## src/logic/madc_pkg.sv

```systemverilog
package madc_pkg;

	// ****************************************
	// Register map
	// ****************************************
	localparam logic [7:0] MADC_ADDR_SETUP     = 8'h2E;
	localparam logic [7:0] MADC_ADDR_DISABLE_A = 8'h2F;
	localparam logic [7:0] MADC_ADDR_DISABLE_B = 8'h30;

	localparam logic [7:0] MADC_SETUP_RESET     = 8'h30;
	localparam logic [7:0] MADC_DISABLE_A_RESET = 8'h00;
	localparam logic [7:0] MADC_DISABLE_B_RESET = 8'h00;

	// Writable bit masks; everything else reads as zero.
	localparam logic [7:0] MADC_SETUP_MASK     = 8'hFC;
	localparam logic [7:0] MADC_DISABLE_A_MASK = 8'hFE;
	localparam logic [7:0] MADC_DISABLE_B_MASK = 8'hF0;

	// ****************************************
	// Field positions
	// ****************************************
	localparam int MADC_RUN_BIT       = 7;
	localparam int MADC_RATE_BIT      = 6;
	localparam int MADC_SPEED_HI      = 5;
	localparam int MADC_SPEED_LO      = 4;
	localparam int MADC_AVG_BIT       = 3;
	localparam int MADC_SEED_BIT      = 2;
	localparam int MADC_IBUS_OFF_BIT  = 7;
	localparam int MADC_IBAT_OFF_BIT  = 6;
	localparam int MADC_VBUS_OFF_BIT  = 5;
	localparam int MADC_VBAT_OFF_BIT  = 4;
	localparam int MADC_VSYS_OFF_BIT  = 3;
	localparam int MADC_THERM_OFF_BIT = 2;
	localparam int MADC_DIE_OFF_BIT   = 1;
	localparam int MADC_DP_OFF_BIT    = 7;
	localparam int MADC_DM_OFF_BIT    = 6;
	localparam int MADC_IN2_OFF_BIT   = 5;
	localparam int MADC_IN1_OFF_BIT   = 4;

	localparam int MADC_NUM_CH = 11;

	typedef enum logic [0:0] {
		MADC_CONTINUOUS = 1'b0,
		MADC_ONE_SHOT   = 1'b1
	} madc_rate_t;

endpackage

```

## src/logic/madc_ctrl.sv

```systemverilog
// Notes on behaviour
// Setup bit 7 enables conversions and is cleared by register reset and by watchdog expiry.
// Setup bit 6 picks continuous (0) or one-shot (1) conversion and is cleared only by register reset.
// Setup bits 5-4 pick 15, 14, 13 or 12 bit effective resolution and reset to 3.
// Setup bit 3 picks single values (0) or a running average (1), resetting to 0.
// Setup bit 2 seeds the average from the old result (0) or a fresh conversion (1), resetting to 0.
// Disable register A bits 7 and 6 switch off bus and battery current channels, resetting to 0.
// Disable register A bits 5, 4 and 3 switch off bus, battery and system voltage channels.
// Disable register A bits 2 and 1 switch off thermistor and die temperature channels, resetting to 0.
// Disable register B bits 7 and 6 switch off the D+ and D- channels, resetting to 0.
// Disable register B bits 5 and 4 switch off the two input-sense channels, resetting to 0.
// Channels switched off are skipped by the sequencer in both modes and keep their last result.
// Reserved bits read as zero and ignore writes.
// Conversion done pulses an interrupt only in one-shot mode and only while its mask bit is 0.
// The bus current result is a signed 16-bit value, positive for current into the device.
`timescale 1ns/10ps
`default_nettype none

module madc_ctrl
	import madc_pkg::*;
(
	input  wire logic        clk,
	input  wire logic        rst,
	input  wire logic        reg_reset,
	input  wire logic        watchdog_expired,
	input  wire logic        reg_wr,
	input  wire logic        reg_rd,
	input  wire logic [7:0]  reg_addr,
	input  wire logic [7:0]  reg_wdata,
	input  wire logic        conv_done_mask,
	input  wire logic        conv_done,
	input  wire logic        conv_ready,
	input  wire logic [15:0] conv_result,
	output logic      [7:0]  reg_rdata,
	output logic             reg_rvalid,
	output logic             conv_start,
	output logic      [3:0]  conv_channel,
	output logic      [1:0]  sample_speed,
	output logic             averaging_select,
	output logic             average_seed_select,
	output logic             seq_busy,
	output logic             conv_done_irq,
	output logic signed [15:0] bus_current_result
);

	// ****************************************
	// State
	// ****************************************
	typedef enum logic [1:0] {
		MADC_IDLE = 2'b00,
		MADC_PICK = 2'b01,
		MADC_WAIT = 2'b10
	} madc_seq_t;

	typedef struct packed {
		logic [7:0]  setup;
		logic [7:0]  dis_a;
		logic [7:0]  dis_b;
		logic [7:0]  rdata;
		logic        rvalid;
		madc_seq_t   seq;
		logic [3:0]  ch;
		logic        fresh;
		logic        busy;
		logic        start;
		logic        pass_done;
		logic        irq;
		logic [15:0] ibus;
	} madc_state_t;

	madc_state_t st_r;
	madc_state_t st_nxt;

	logic [MADC_NUM_CH-1:0] ch_off;
	logic [3:0]             next_ch;
	logic                   have_next;

	// ****************************************
	// Channel scan
	// ****************************************

	// Channel order: ibus, ibat, vbus, vbat, vsys, therm, die, dp, dm, in2, in1.
	always_comb begin
		ch_off = {st_r.dis_b[MADC_IN1_OFF_BIT], st_r.dis_b[MADC_IN2_OFF_BIT],
		          st_r.dis_b[MADC_DM_OFF_BIT], st_r.dis_b[MADC_DP_OFF_BIT],
		          st_r.dis_a[MADC_DIE_OFF_BIT], st_r.dis_a[MADC_THERM_OFF_BIT],
		          st_r.dis_a[MADC_VSYS_OFF_BIT], st_r.dis_a[MADC_VBAT_OFF_BIT],
		          st_r.dis_a[MADC_VBUS_OFF_BIT], st_r.dis_a[MADC_IBAT_OFF_BIT],
		          st_r.dis_a[MADC_IBUS_OFF_BIT]};
	end

	// A fresh pass scans from channel 0, otherwise the scan resumes just above the last channel.
	// The channel register keeps the previous pass's last channel, so it cannot seed a new pass.
	always_comb begin
		logic [3:0] base;
		base      = st_r.fresh ? 4'h0 : 4'(st_r.ch + 4'h1);
		next_ch   = 4'h0;
		have_next = 1'b0;
		for (int i = MADC_NUM_CH - 1; i >= 0; i--) begin
			if (4'(i) >= base && !ch_off[i]) begin
				next_ch   = 4'(i);
				have_next = 1'b1;
			end
		end
	end

	// ****************************************
	// Next state
	// ****************************************
	always_comb begin
		st_nxt        = st_r;
		st_nxt.start  = 1'b0;
		st_nxt.irq    = 1'b0;
		st_nxt.rvalid = reg_rd;
		st_nxt.rdata  = 8'h00;

		// ****************************************
		// Register access
		// ****************************************
		if (reg_rd) begin
			case (reg_addr)
				MADC_ADDR_SETUP:     st_nxt.rdata = st_r.setup & MADC_SETUP_MASK;
				MADC_ADDR_DISABLE_A: st_nxt.rdata = st_r.dis_a & MADC_DISABLE_A_MASK;
				MADC_ADDR_DISABLE_B: st_nxt.rdata = st_r.dis_b & MADC_DISABLE_B_MASK;
				default:             st_nxt.rdata = 8'h00;
			endcase
		end

		if (reg_wr) begin
			case (reg_addr)
				MADC_ADDR_SETUP: begin
					st_nxt.setup     = reg_wdata & MADC_SETUP_MASK;
					st_nxt.pass_done = 1'b0;
				end
				MADC_ADDR_DISABLE_A: st_nxt.dis_a = reg_wdata & MADC_DISABLE_A_MASK;
				MADC_ADDR_DISABLE_B: st_nxt.dis_b = reg_wdata & MADC_DISABLE_B_MASK;
				default: ;
			endcase
		end

		// ****************************************
		// Sequencer
		// ****************************************
		// One pass over enabled channels, repeated only in continuous mode.
		case (st_r.seq)
			MADC_IDLE: begin
				if (st_r.setup[MADC_RUN_BIT] && !st_r.pass_done) begin
					st_nxt.seq   = MADC_PICK;
					st_nxt.fresh = 1'b1;
				end
			end
			MADC_PICK: begin
				if (!st_r.setup[MADC_RUN_BIT]) begin
					st_nxt.seq = MADC_IDLE;
				end else if (!have_next) begin
					st_nxt.seq = MADC_IDLE;
					// A one-shot pass drops the run bit itself, so software can see that it ended.
					if (st_r.setup[MADC_RATE_BIT] == MADC_ONE_SHOT) begin
						st_nxt.pass_done = 1'b1;
						st_nxt.irq       = !conv_done_mask;
						st_nxt.setup[MADC_RUN_BIT] = 1'b0;
					end
				end else if (conv_ready) begin
					st_nxt.ch    = next_ch;
					st_nxt.fresh = 1'b0;
					st_nxt.start = 1'b1;
					st_nxt.seq   = MADC_WAIT;
				end
			end
			MADC_WAIT: begin
				if (conv_done) begin
					if (st_r.ch == 4'h0) begin
						st_nxt.ibus = conv_result;
					end
					st_nxt.seq = MADC_PICK;
				end
			end
			default: st_nxt.seq = MADC_IDLE;
		endcase

		// ****************************************
		// Overrides
		// ****************************************
		// Register reset comes last, so it beats the watchdog and any write in the same cycle.
		if (watchdog_expired) begin
			st_nxt.setup[MADC_RUN_BIT] = 1'b0;
		end
		if (reg_reset) begin
			st_nxt.setup     = MADC_SETUP_RESET;
			st_nxt.dis_a     = MADC_DISABLE_A_RESET;
			st_nxt.dis_b     = MADC_DISABLE_B_RESET;
			st_nxt.seq       = MADC_IDLE;
			st_nxt.pass_done = 1'b0;
		end

		// Busy is kept as its own flop so that the port comes straight from a register.
		st_nxt.busy = (st_nxt.seq != MADC_IDLE);
	end

	// ****************************************
	// State register
	// ****************************************

	always_ff @(posedge clk) begin
		if (rst) begin
			st_r       <= '0;
			st_r.setup <= MADC_SETUP_RESET;
			st_r.seq   <= MADC_IDLE;
		end else begin
			st_r <= st_nxt;
		end
	end

	// ****************************************
	// Outputs
	// ****************************************

	assign reg_rdata           = st_r.rdata;
	assign reg_rvalid          = st_r.rvalid;
	assign conv_start          = st_r.start;
	assign conv_channel        = st_r.ch;
	assign sample_speed        = st_r.setup[MADC_SPEED_HI:MADC_SPEED_LO];
	assign averaging_select    = st_r.setup[MADC_AVG_BIT];
	assign average_seed_select = st_r.setup[MADC_SEED_BIT];
	assign seq_busy            = st_r.busy;
	assign conv_done_irq       = st_r.irq;
	assign bus_current_result  = st_r.ibus;

endmodule

`default_nettype wire

```

## config.mk

```make
export PLATFORM = sky130hd
export DESIGN_NAME = madc_ctrl
export DESIGN_NICKNAME = d
export VERILOG_FILES = /design/src/logic/madc_pkg.sv /design/src/logic/madc_ctrl.sv
export SDC_FILE = /design/constraint.sdc
export NUM_CORES = 1
export LEC_CHECK = 0
export CORE_MARGIN = 2
export CORE_UTILIZATION = 40
export DETAILED_ROUTE_END_ITERATION = 6
export DONT_BUFFER_PORTS = 1
export PLACE_DENSITY = 0.6
export SLEW_MARGIN = 30
export SYNTH_ARGS = -nofsm -noshare
export SYNTH_HDL_FRONTEND = slang
export SYNTH_SLANG_ARGS = --single-unit
export TNS_END_PERCENT = 100
```

## constraint.sdc

```tcl
create_clock -name clk -period 5.4 [get_ports clk]
set_input_delay 0.81 -clock clk [delete_from_list [all_inputs] [get_ports clk]]
set_output_delay 0.81 -clock clk [all_outputs]
set_load 0.1 [all_outputs]
```

==> impl_metrics.yaml <==
run_status:
  status: "finished clean"
global_route:
  antenna_found_initial: 0
  grt_max_degree: 25
  grt_pass1_wl_mm: 8.82
  grt.total_usage: 0.152
  grt-ovfl-total: 0
  grt_pass1_vias: 1741
synth:
  ys_async_sr_fraction: 0
  netlist_instances: 304
  synth_top_area_frac: 0.399
  yosysUniqueCellTypes: 52
  ys_seq_elements: 52
  syn_area_mm2: 0.00261
  synth.avg_cell_area_um2: 8.57
  yosys.area_share.adder: 0.00960
  yosysWarnings: 0
  yosys-top-cells-count: "dfxtp_1, nor2_1, buf_4, nand2_1, a21oi_1"
  synth_edf_count: 0
  synth_nets: 347
  synth-main-ff-cell: "dfxtp_1"
  synth_most_common_cell: "dfxtp_1"
  synthSimpleGateAreaFrac: 0.217
  yosys.area.top_type: "dfxtp_1"
  synth_top_family_by_area: "simple AND/OR/NAND/NOR gates"
  ys_seq_area_frac: 0.399
  synthTopCellsByArea: "dfxtp_1, buf_4, mux2i_1"
  synth_compound_area_frac: 0.176
  synthMuxAreaShare: 0.0691
  synth_xor_area_frac: 0.00960
worst_setup_path:
  critical_path.startpoint: "conv_channel[1]"
  endpoint: "st_r[59]"
  ff2ff_path_depth: 8
  required_ns: 5.59
  cp_max_fo: 7
  crit_type: "register to register"
  path_depth: 8
  crit_chain: "inv_1 > ha_1 > nor3b_1 > a21oi_1 > o41ai_4 > and4_4 > nand3_2 > nor4b_1"
  critPathBufInv: 1
  startpoint_type: "register"
  r2r_slack_ns: 2.45
  critical_path.top_delay_family: "simple AND/OR/NAND/NOR gates"
  arrival_ns: 3.14
  end_kind: "register"
  crit-reg2reg-launch: "conv_channel[1]"
  cp_slowest_cell: "dfxtp_2"
  r2r-end: "st_r[59]"
  cp_slowest_stage_delay_ns: 0.73
floorplan:
  num_io_pins: 77
  die_height_um: 84.7
  die_area_mm2: 0.00718
  chipWidth_um: 84.7
  initial_utilization: 0.413
  core_region_area_mm2: 0.00631
  num_rows: 29
clock_network:
  ctsHtreeMaxLevel: 2
  cts_tree: "yes"
  clock_path_buffers: 2
  clk_pin_slew_worst_paths_ns: 0.09
  holdBufCountCts: 0
  clock_sinks: 52
  cts_buffers: 5
  insertion_delay_ns: 0.31
  post_cts_resized: 0
  root_buffer: "clkbuf_8"
  post_cts_buffers: 0
sta:
  post-route-min-period_ns: 2.95
  tns_ns: 0
  fmax_mhz: 339
  slew_headroom: 0.308
  fin_crit_sh: 0.547
  clock_skew_ns: 0.00872
  setup_slack_ns: 2.45
  worst_pin_slew_ns: 1.04
  setup_viol: 0
  slew_violations: 0
  rsz0062_at_grt: "no"
  hold_viol_final: 0
detailed_routing:
  ant_nets: 0
  drc_errors: 0
  num_vias: 1943
  wl_mm: 5.58
  firstDrtPassIters: 4
  wire_per_inst_um: 16.0
  drt_iter0_markers: 146
  routed_via_density: 5.58
worst_hold_path:
  min_path_type: "register to register"
power:
  ir_drop_uv: 112
  power-per-cell-area_mw_per_mm2: 243
  power_leakage_uw: 0.000986
placed_design:
  pre_cts_slack_ns: 2.46
  io_buffer_count: 0
  gp_congestion: 0.855
  hpwl_mm: 4.07
finish:
  drive_gt1_frac: 0.0849
  num-nets-final: 313
  area_growth_syn_to_layout_pct: -2.69
  diodes: 0
job:
  max_cap_viol_count: 0
==> area by class of cell <==
cell class              count  area (um^2)
fillers                   667         3780
multi-input cells         201         1260
flip-flops and latches     52         1040
well taps                  77         96.3
clock buffers               7         76.3
inverters                   7         26.3
repair buffers              3         22.5
clock inverters             1         8.76
==> cell families (layout without fill, tap and decap cells) <==
family / count (synthesis) / count (layout)
and+or+nand+nor: 115 / 115
buffers and inverters: 51 / 18
AOI/OAI and AO/OA: 63 / 63
xor gates and xnor gates: 2 / 2
adders and majority gates: 2 / 2
DFF: 52 / 52
other: 1 / 1
muxes: 18 / 18
==> worst min path at each step <==
stage                   start   endpoint  slack [ns]  cells after the start
floorplan           ch_off[6]  ch_off[6]        0.44                      2
global placement     st_r[17]   st_r[17]        0.46                      2
detailed placement   st_r[17]   st_r[17]        0.47                      2
CTS                  st_r[17]   st_r[17]        0.48                      2
global route         st_r[17]   st_r[17]        0.52                      2
finish               st_r[17]   st_r[17]        0.48                      2
==> metrics by stage <==
step / instances / instance area, um^2 / utilization / power, uW / hold slack, ns
2_1_floorplan: 304 / 2610 / - / 409 / 0.445
3_3_place_gp: 340 / 2440 / 0.387 / 405 / 0.462
3_5_place_dp: 340 / 2440 / 0.387 / 406 / 0.468
4_1_cts: 348 / 2530 / 0.401 / 624 / 0.482
5_1_grt: 348 / 2540 / 0.402 / 639 / 0.518
6_report: 348 / 2540 / 0.402 / 617 / 0.481
==> registers in the layout (all words and copies together) (netlist names), 2 cells and up <==
register / count
bus_current_result: 16
ch_off: 11
conv_channel: 4
reg_rdata: 7
sample_speed: 2
st_r: 6
==> per-layer routing <==
metal	share of wire	wire, um	up-vias	global-route usage
met2	0.46	2580	61	0.233
met1	0.47	2600	907	0.212
li1	-	-	969	-
met5	0	0	-	0
met4	0.013	72	0	0.0491
met3	0.059	328	6	0.0374
==> worst reg2reg max path: cells and delay by family, from the launching register on <==
kind,cells,cell delay (ns)
AOI/OAI and AO/OA,2,0.66
DFF,1,0.73
buffers and inverters,1,0.10
adders and majority gates,1,0.40
and+or+nand+nor,4,0.96
==> cell usage in the layout, fill, tap and decap left out, types with 2 or more instances in the layout <==
cell      count
and3b_1       2
nor3_1        2
dfxtp_2       2
a22oi_1       2
or3_1         2
nor4b_1       3
o21bai_1      2
a21oi_1      26
nand3_1      19
nor2_1       34
nand2b_1      4
inv_1         7
o211ai_1      3
o21ai_0       5
nand3_2       2
nor3b_1       2
o21ai_1       4
and2_1        2
a222oi_1      4
a221oi_2      2
clkbuf_1      2
nand2_1      30
ha_1          2
buf_4         3
nor4_1        2
dfxtp_1      50
clkbuf_8      5
nor2b_1       4
and3_1        2
mux2i_1      18
==> power breakdown <==
group | internal [uW] | leakage (uW) | switching (uW)
Combinational | 2.49 | 0.000524 | 7.21
Clock | 92.9 | 0.0000424 | 127
Sequential | 384 | 0.000419 | 3.26
Total | 479 | 0.000986 | 138
(Power assumes the default switching activity.)
